### config.mk
export PLATFORM = sky130hd
export DESIGN_NAME = arf_top
export DESIGN_NICKNAME = d
export VERILOG_FILES = /design/src/design/arf_pkg.sv /design/src/design/arf_justify.sv /design/src/design/arf_top.sv
export VERILOG_INCLUDE_DIRS = /design/src /design/src/design
export SDC_FILE = /design/constraint.sdc
export NUM_CORES = 1
export LEC_CHECK = 0
export BUFFER_PORTS_ARGS = -buffer_cell sky130_fd_sc_hd__buf_2
export CAP_MARGIN = 10
export CORE_UTILIZATION = 44
export CTS_BUF_LIST = sky130_fd_sc_hd__clkbuf_4
export CTS_CLUSTER_DIAMETER = 150
export DETAILED_ROUTE_END_ITERATION = 10
export HOLD_SLACK_MARGIN = 0.12
export PLACE_DENSITY = 0.78
export SLEW_MARGIN = 0
export SYNTH_ARGS = -nofsm -noshare
export SYNTH_HDL_FRONTEND = slang
export SYNTH_HIERARCHICAL = 1
export SYNTH_SLANG_ARGS = --single-unit
### constraint.sdc
create_clock -name sys_clk -period 1.3 [get_ports sys_clk]
set_input_delay 0.13 -clock sys_clk [delete_from_list [all_inputs] [get_ports sys_clk]]
set_output_delay 0.13 -clock sys_clk [all_outputs]
set_load 0.01 [all_outputs]
### src/design/arf_defines.svh
// Register offsets, field positions and reset values of the result formatter.
// Included by the package and the modules; holds definitions only.
`ifndef ARF_DEFINES_SVH
`define ARF_DEFINES_SVH

// Byte offsets on the Wishbone bus, one aligned word each
`define ARF_OFF_CTRL0   8'h00
`define ARF_OFF_CTRL1   8'h04
`define ARF_OFF_TRIG    8'h08
`define ARF_OFF_RES_LO  8'h0C
`define ARF_OFF_RES_HI  8'h10

// Word index of each register (byte offset / 4)
`define ARF_IDX_CTRL0   3'h0
`define ARF_IDX_CTRL1   3'h1
`define ARF_IDX_TRIG    3'h2
`define ARF_IDX_RES_LO  3'h3
`define ARF_IDX_RES_HI  3'h4

// Field positions in converter_control_0
`define ARF_C0_PWR      0
`define ARF_C0_BUSY     1
`define ARF_C0_CHAN_LO  2
`define ARF_C0_CHAN_HI  6
// Field positions in converter_control_1
`define ARF_C1_PREF_LO  0
`define ARF_C1_PREF_HI  1
`define ARF_C1_NREF     2
`define ARF_C1_CLK_LO   4
`define ARF_C1_CLK_HI   6
`define ARF_C1_JUST     7
// Field positions in converter_trigger_control
`define ARF_TR_SEL_LO   4
`define ARF_TR_SEL_HI   7

// Conversion result width
`define ARF_RES_W       10

// Reset value of every control field
`define ARF_CTRL_RST    1'b0
`define ARF_FIELD2_RST  2'h0
`define ARF_FIELD3_RST  3'h0
`define ARF_FIELD4_RST  4'h0
`define ARF_FIELD5_RST  5'h00

`endif

### src/design/arf_pkg.sv
// Types shared by the result formatter modules.
// Assumes arf_defines.svh is on the include path.
`include "arf_defines.svh"

package arf_pkg;

	// Whole state of the top module, registered as one word
	typedef struct packed {
		logic [4:0] input_channel_select;  // Analog channel
		logic       conv_busy;             // Conversion status bit
		logic       converter_power_enable;// Converter enable
		logic       result_justify_select; // 1 right, 0 left
		logic [2:0] conv_clk_sel;          // Conversion clock choice
		logic       neg_ref_sel;           // Negative reference choice
		logic [1:0] pos_ref_sel;           // Positive reference choice
		logic [3:0] trig_sel;              // Auto trigger source
		logic [7:0] result_low_byte;       // Low result byte
		logic [7:0] result_high_byte;      // High result byte
		logic       ack;                   // Bus acknowledge
		logic [7:0] rdata;                 // Read data byte
	} arf_state_t;

endpackage : arf_pkg

### src/design/arf_justify.sv
// Places a 10-bit conversion result into the two result bytes.
// Purely combinational; the caller registers the outputs.
`timescale 1ns/1ps
`include "arf_defines.svh"

module arf_justify #(
	parameter int RES_W = `ARF_RES_W  // Result width
) (
	input  wire logic [RES_W-1:0] conversion_result, // Raw result
	input  wire logic             right_justify,     // Format select
	output logic      [7:0]       fmt_high_byte,     // High byte image
	output logic      [7:0]       fmt_low_byte       // Low byte image
);
	import arf_pkg::*;

	// Byte split is hard-wired for exactly ten bits
	if (RES_W != 10) begin : g_chk
		$error("arf_justify supports a 10-bit result only");
	end

	// Format mux
	always_comb begin
		if (right_justify) begin
			fmt_high_byte = {6'h00, conversion_result[9:8]};
			fmt_low_byte  = conversion_result[7:0];
		end else begin
			fmt_high_byte = conversion_result[9:2];
			fmt_low_byte  = {conversion_result[1:0], 6'h00};
		end
	end

endmodule : arf_justify

### src/design/arf_top.sv
// Result formatter and control registers of a 10-bit converter, Wishbone slave.
// Assumes a converter engine that pulses conv_done with conv_data valid.
//
// Our own choices: the register offsets and the Wishbone slave port.
`timescale 1ns/1ps
`include "arf_defines.svh"

module arf_top #(
	parameter int ADDR_W = 8,          // Wishbone address width
	parameter int RES_W  = `ARF_RES_W  // Conversion result width
) (
	input  wire logic              sys_clk,      // System clock, 100 MHz
	input  wire logic              rst_n,        // Synchronous reset, low
	input  wire logic              wb_cyc_i,     // Bus cycle
	input  wire logic              wb_stb_i,     // Strobe
	input  wire logic              wb_we_i,      // Write enable
	input  wire logic [ADDR_W-1:0] wb_adr_i,     // Byte address
	input  wire logic [3:0]        wb_sel_i,     // Byte lanes
	input  wire logic [31:0]       wb_dat_i,     // Write data
	output logic      [31:0]       wb_dat_o,     // Read data
	output logic                   wb_ack_o,     // Acknowledge
	input  wire logic              conv_done,    // Engine finished, pulse
	input  wire logic [RES_W-1:0]  conv_data,    // Engine result
	output logic                   conv_start,   // Conversion requested
	output logic                   conv_power,   // Engine enable
	output logic      [4:0]        conv_channel, // Channel select
	output logic      [2:0]        conv_clk_sel, // Conversion clock choice
	output logic                   conv_nref,    // Negative reference
	output logic      [1:0]        conv_pref,    // Positive reference
	output logic      [3:0]        conv_trig_sel // Auto trigger source
);
	import arf_pkg::*;

	// Offsets need bits 4:2, and the unmapped decode slices bits above bit 4
	if (ADDR_W < 6) begin : g_chk_addr
		$error("arf_top needs at least 6 address bits");
	end
	if (RES_W != 10) begin : g_chk_res
		$error("arf_top supports a 10-bit result only");
	end

	arf_state_t st_ff;        // Registered state
	arf_state_t nxt_st;       // Next state
	logic [7:0] fmt_hi;       // Formatted high byte
	logic [7:0] fmt_lo;       // Formatted low byte
	logic       bus_take;     // Request taken this cycle
	logic       wr_take;      // Write taken on lane 0
	logic [2:0] idx;          // Register word index
	logic       in_map;       // Address decodes to a register
	logic       done_take;    // Completion accepted
	logic       sw_start;     // Software sets the status bit
	logic [7:0] wbyte;        // Written byte

	// Formatting of the engine result
	arf_justify #(
		.RES_W (RES_W)
	) u_justify (
		.conversion_result (conv_data),
		.right_justify     (st_ff.result_justify_select),
		.fmt_high_byte     (fmt_hi),
		.fmt_low_byte      (fmt_lo)
	);

	// Bus decode; one request per ack so a held strobe is not taken twice
	always_comb begin
		bus_take  = wb_cyc_i & wb_stb_i & ~st_ff.ack;
		wr_take   = bus_take & wb_we_i & wb_sel_i[0];
		idx       = wb_adr_i[4:2];
		in_map    = (wb_adr_i[ADDR_W-1:5] == '0) && (wb_adr_i[1:0] == 2'h0) && (idx <= `ARF_IDX_RES_HI);
		wbyte     = wb_dat_i[7:0];
		sw_start  = wr_take & in_map & (idx == `ARF_IDX_CTRL0) & wbyte[`ARF_C0_BUSY];
		// Only a running conversion may complete; stray pulses are dropped
		done_take = conv_done & st_ff.conv_busy;
	end

	// Next-state logic
	always_comb begin
		nxt_st     = st_ff;
		nxt_st.ack = bus_take;
		// Read data registered with ack; unmapped reads return zero
		nxt_st.rdata = 8'h00;
		if (bus_take && !wb_we_i && in_map) begin
			unique case (idx)
				`ARF_IDX_CTRL0:  nxt_st.rdata = {1'b0, st_ff.input_channel_select,
				                                 st_ff.conv_busy, st_ff.converter_power_enable};
				`ARF_IDX_CTRL1:  nxt_st.rdata = {st_ff.result_justify_select, st_ff.conv_clk_sel,
				                                 1'b0, st_ff.neg_ref_sel, st_ff.pos_ref_sel};
				`ARF_IDX_TRIG:   nxt_st.rdata = {st_ff.trig_sel, 4'h0};
				`ARF_IDX_RES_LO: nxt_st.rdata = st_ff.result_low_byte;
				`ARF_IDX_RES_HI: nxt_st.rdata = st_ff.result_high_byte;
				default:         nxt_st.rdata = 8'h00;
			endcase
		end
		// Register writes; unmapped writes are acked and ignored
		if (wr_take && in_map) begin
			unique case (idx)
				`ARF_IDX_CTRL0: begin
					nxt_st.input_channel_select   = wbyte[`ARF_C0_CHAN_HI:`ARF_C0_CHAN_LO];
					nxt_st.conv_busy              = wbyte[`ARF_C0_BUSY];
					nxt_st.converter_power_enable = wbyte[`ARF_C0_PWR];
				end
				`ARF_IDX_CTRL1: begin
					nxt_st.result_justify_select = wbyte[`ARF_C1_JUST];
					nxt_st.conv_clk_sel          = wbyte[`ARF_C1_CLK_HI:`ARF_C1_CLK_LO];
					nxt_st.neg_ref_sel           = wbyte[`ARF_C1_NREF];
					nxt_st.pos_ref_sel           = wbyte[`ARF_C1_PREF_HI:`ARF_C1_PREF_LO];
				end
				`ARF_IDX_TRIG: begin
					nxt_st.trig_sel = wbyte[`ARF_TR_SEL_HI:`ARF_TR_SEL_LO];
				end
				`ARF_IDX_RES_LO: begin
					nxt_st.result_low_byte = wbyte;
				end
				`ARF_IDX_RES_HI: begin
					nxt_st.result_high_byte = wbyte;
				end
				default: begin
					nxt_st.rdata = 8'h00;
				end
			endcase
		end
		// Completion: both bytes and the status bit move on one edge
		if (done_take) begin
			nxt_st.result_high_byte = fmt_hi;
			nxt_st.result_low_byte  = fmt_lo;
			// A start written in the same cycle begins the next conversion
			nxt_st.conv_busy = sw_start;
		end
		// Reset clears control, ack and read data; result bytes keep their contents
		if (!rst_n) begin
			nxt_st.input_channel_select   = `ARF_FIELD5_RST;
			nxt_st.conv_busy              = `ARF_CTRL_RST;
			nxt_st.converter_power_enable = `ARF_CTRL_RST;
			nxt_st.result_justify_select  = `ARF_CTRL_RST;
			nxt_st.conv_clk_sel           = `ARF_FIELD3_RST;
			nxt_st.neg_ref_sel            = `ARF_CTRL_RST;
			nxt_st.pos_ref_sel            = `ARF_FIELD2_RST;
			nxt_st.trig_sel               = `ARF_FIELD4_RST;
			nxt_st.ack                    = `ARF_CTRL_RST;
			nxt_st.rdata                  = 8'h00;
		end
	end

	// State register; the result bytes are never reset
	always_ff @(posedge sys_clk) begin
		st_ff <= nxt_st;
	end

	// Outputs straight from the state register
	always_comb begin
		wb_ack_o      = st_ff.ack;
		wb_dat_o      = {24'h000000, st_ff.rdata};
		// Engine acts on this level; acquisition timing is software's job
		conv_start    = st_ff.conv_busy;
		conv_power    = st_ff.converter_power_enable;
		conv_channel  = st_ff.input_channel_select;
		conv_clk_sel  = st_ff.conv_clk_sel;
		conv_nref     = st_ff.neg_ref_sel;
		conv_pref     = st_ff.pos_ref_sel;
		conv_trig_sel = st_ff.trig_sel;
	end

	logic done_left;   // Left-format completion
	logic done_right;  // Right-format completion
	logic res_write;   // Software writes a result byte
	always_comb begin
		done_left  = done_take & ~st_ff.result_justify_select;
		done_right = done_take & st_ff.result_justify_select;
		res_write  = wr_take & in_map & ((idx == `ARF_IDX_RES_LO) | (idx == `ARF_IDX_RES_HI));
	end
endmodule : arf_top

==> impl_metrics.ini <==
[status]
status = finished with violations
violations = setup timing

[power_and_ir_drop]
total_power_mw = 2.576
vdd_ir_drop_max_mv = 0.4340
power.leakage_nw = 1.456
p_seq_frac = 0.539
clkPwrFrac = 0.323
p_int_mw = 1.955
powerDensity_mw_per_mm2 = 798.0
power_frac_comb = 0.138
switching_share = 0.2410
p_sw_mw = 0.6209

[routing]
drt-total-wl_mm = 6.296
drtIter0Drc = 126
firstDrtPassIters = 4
drc = 0
wl_per_cell_um = 15.78
ant_nets = 0
routed_via_density = 5.153
vias = 2056

[cts]
clk_pin_slew_ns = 0.13
cts.sinks = 43
cts-root-buf = clkbuf_4
h-tree-depth = 2
clockBufferDepth = 2
cts_tree = built
clkLatencyLatePin_ns = 0.35
cts-buffers-inserted = 5

[setup_path]
critical_path_peak_fanout = 8
slowest_delay_ns = 0.35
critPathCaptureType = flip-flop
cp.required_ns = 1.52
startpoint_type = flip-flop
cp_slowest_cell = dfxtp_2
cp_cell_sequence = and4bb_2 > nand2_2 > nor4b_4 > buf_4 > clkbuf_16 > a22o_1
critical_path_class = flip-flop to flip-flop
arrival_ns = 1.75

[sta]
setup_viol = 46
max_freq_mhz = 654.2
slew_viol_final = 0
setup_tns_ns = -8.909
rsz0062_at_grt = yes
finalHoldViolCount = 0
skew_ns = 0.02072
min_period_over_period = 1.176
layout_setup_ws_ns = -0.2286
period_minus_slack_ns = 1.529
whs_ns = 0.2131

[global_route]
antenna_found_initial = 0
use_met1 = 0.2443
overflow = 0
grt_pass1_vias = 1939
grtUsageMet2 = 0.3708
grtUsageTotal = 0.2060
busiest_layer = met2
grt_use_met3 = 0.04000
grt_pass1_wl_mm = 9.480
grt_max_degree = 28

[worst_hold_path]
hp-class = input port to flip-flop

[synth]
netlist_area_mm2 = 0.002505
synth_seq_cells = 43
synth_cells = 250
ys_warn_count = 6
synth_cell_type_count = 37
synth_seq_area_share = 0.4076
avgSynthCellArea_um2 = 10.02

[floorplan]
start_util = 0.4549
die_w_um = 77.45
dieArea_mm2 = 0.005999
row_count = 27
die_y_um = 77.45
core_mm2 = 0.005507
pin_count = 110

[final_layout]
mostFrequentLayoutCell = buf_2
area_growth_syn_to_layout_pct = 28.87
fin_util = 0.5862
drive_gt1_frac = 0.4465
layout.nets = 386
diodes = 0
fin_cells = 399
mostFrequentLayoutCells = buf_2, buf_4, dfxtp_1
fill_cells = 490

[place]
routabilityCongestion = 0.8317
io_buffers = 58
dp.cells = 377
dpl.hpwl_mm = 4.467

[flow_run]
cap_violations = 0
-- layer usage --
metal / share of wire / wire, um
met1: 0.43 / 2714
met5: 0 / 0
met4: 0.013 / 79
met2: 0.51 / 3234
met3: 0.042 / 267
-- cell type report --
type                    instances  area (um^2)  area share
clock inverters                 3        43.79     0.01357
flip-flops and latches         43         1023      0.3171
well taps                      72        90.09     0.02791
repair buffers                106        730.7      0.2264
inverters                       1        3.754    0.001163
clock buffers                   5        37.54     0.01163
multi-input cells             169         1299      0.4023
-- synth_stat cells, drive strengths merged --
cell type / n / share of area
edfxtp: 16 / 0.19
nand2b: 2 / 0.0050
clkbuf: 8 / 0.012
o21ai: 17 / 0.034
nand3b: 4 / 0.013
nand2: 21 / 0.031
nor4: 1 / 0.0085
nand4b: 4 / 0.014
a221oi: 1 / 0.0035
nor2: 5 / 0.0075
conb: 1 / 0.0015
inv: 1 / 0.0015
dfxtp: 27 / 0.22
nor4b: 4 / 0.026
and2: 7 / 0.017
buf: 52 / 0.16
and4bb: 1 / 0.0050
nand3: 16 / 0.032
nor2b: 8 / 0.020
a22o: 16 / 0.061
a211oi: 4 / 0.012
a311oi: 3 / 0.010
mux2i: 8 / 0.032
and4b: 1 / 0.0040
a31o: 2 / 0.0070
nor4bb: 1 / 0.0040
nor3: 1 / 0.0020
a21o: 1 / 0.0030
mux2: 10 / 0.051
a21oi: 7 / 0.014
-- flip-flops by register name, summed over array words and instances, names as in the netlist --
signal and flops:
conv_trig_sel 4, conv_clk_sel 3, conv_power 1, wb_dat_o 8, conv_channel 5, wb_ack_o 1
st_ff 17, conv_nref 1, conv_start 1, conv_pref 2
-- power groups by stage --
| stage | logic (mW) | clock network [mW] | registers [mW] |
|---|---|---|---|
| floorplan | 0.202 | 0 | 1.42 |
| global placement | 0.293 | 0 | 1.42 |
| detailed placement | 0.300 | 0 | 1.42 |
| CTS | 0.331 | 0.845 | 1.39 |
| global route | 0.383 | 0.910 | 1.39 |
| finish | 0.357 | 0.831 | 1.39 |
-- cell families (layout without fill, tap and decap cells) --
| family | count (synthesis) | in the layout | synth area share |
|---|---|---|---|
| AND/OR/NAND/NOR | 76 | 76 | 0.1903 |
| buffers and inverters | 61 | 115 | 0.1728 |
| AO/OA/AOI/OAI | 51 | 51 | 0.1449 |
| flip-flops | 43 | 43 | 0.4076 |
| multiplexers | 18 | 18 | 0.08292 |
| other | 1 | 24 | 0.001497 |
-- worst max-delay path, delay by kind of cell, from the launching register on --
kind / cells / cell delay [ns]
DFF: 1 / 0.35
buffers and inverters: 2 / 0.34
and+or+nand+nor: 3 / 0.61
AOI/OAI and AO/OA: 1 / 0.12
-- metrics by stage --
stage	worst slack, ns	instance area (um^2)
2_1_floorplan	-0.1884	2614
3_3_place_gp	-0.2045	2844
6_report	-0.2286	3228
3_5_place_dp	-0.2090	2844
4_1_cts	-0.2093	3062
5_1_grt	-0.3288	3228
-- what timing repair did --
item / 4_1_cts / 5_1_grt
hold endpoints to repair: 17 / 0
resized for setup: 19 / 22
pin swaps: 12 / 13
gates cloned: 0 / 1
buffers inserted: 3 / 3
endpoints found under the setup margin: 50 / 57
hold buffers: 9 / 0
-- worst paths after layout --
check,startpoint,endpoint,slack [ns],depth (start not counted)
hold reg to reg,conv_channel[4]$_SDFFE_PN0P_,conv_channel[4]$_SDFFE_PN0P_,0.48,2
hold / removal,rst_n,wb_ack_o$_SDFF_PN0_,0.21,4
setup reg to reg,wb_ack_o$_SDFF_PN0_,st_ff[11]$_DFFE_PP_,-0.23,6
setup / recovery,wb_ack_o$_SDFF_PN0_,st_ff[11]$_DFFE_PP_,-0.23,6
Power figures use the tool's default switching activity.
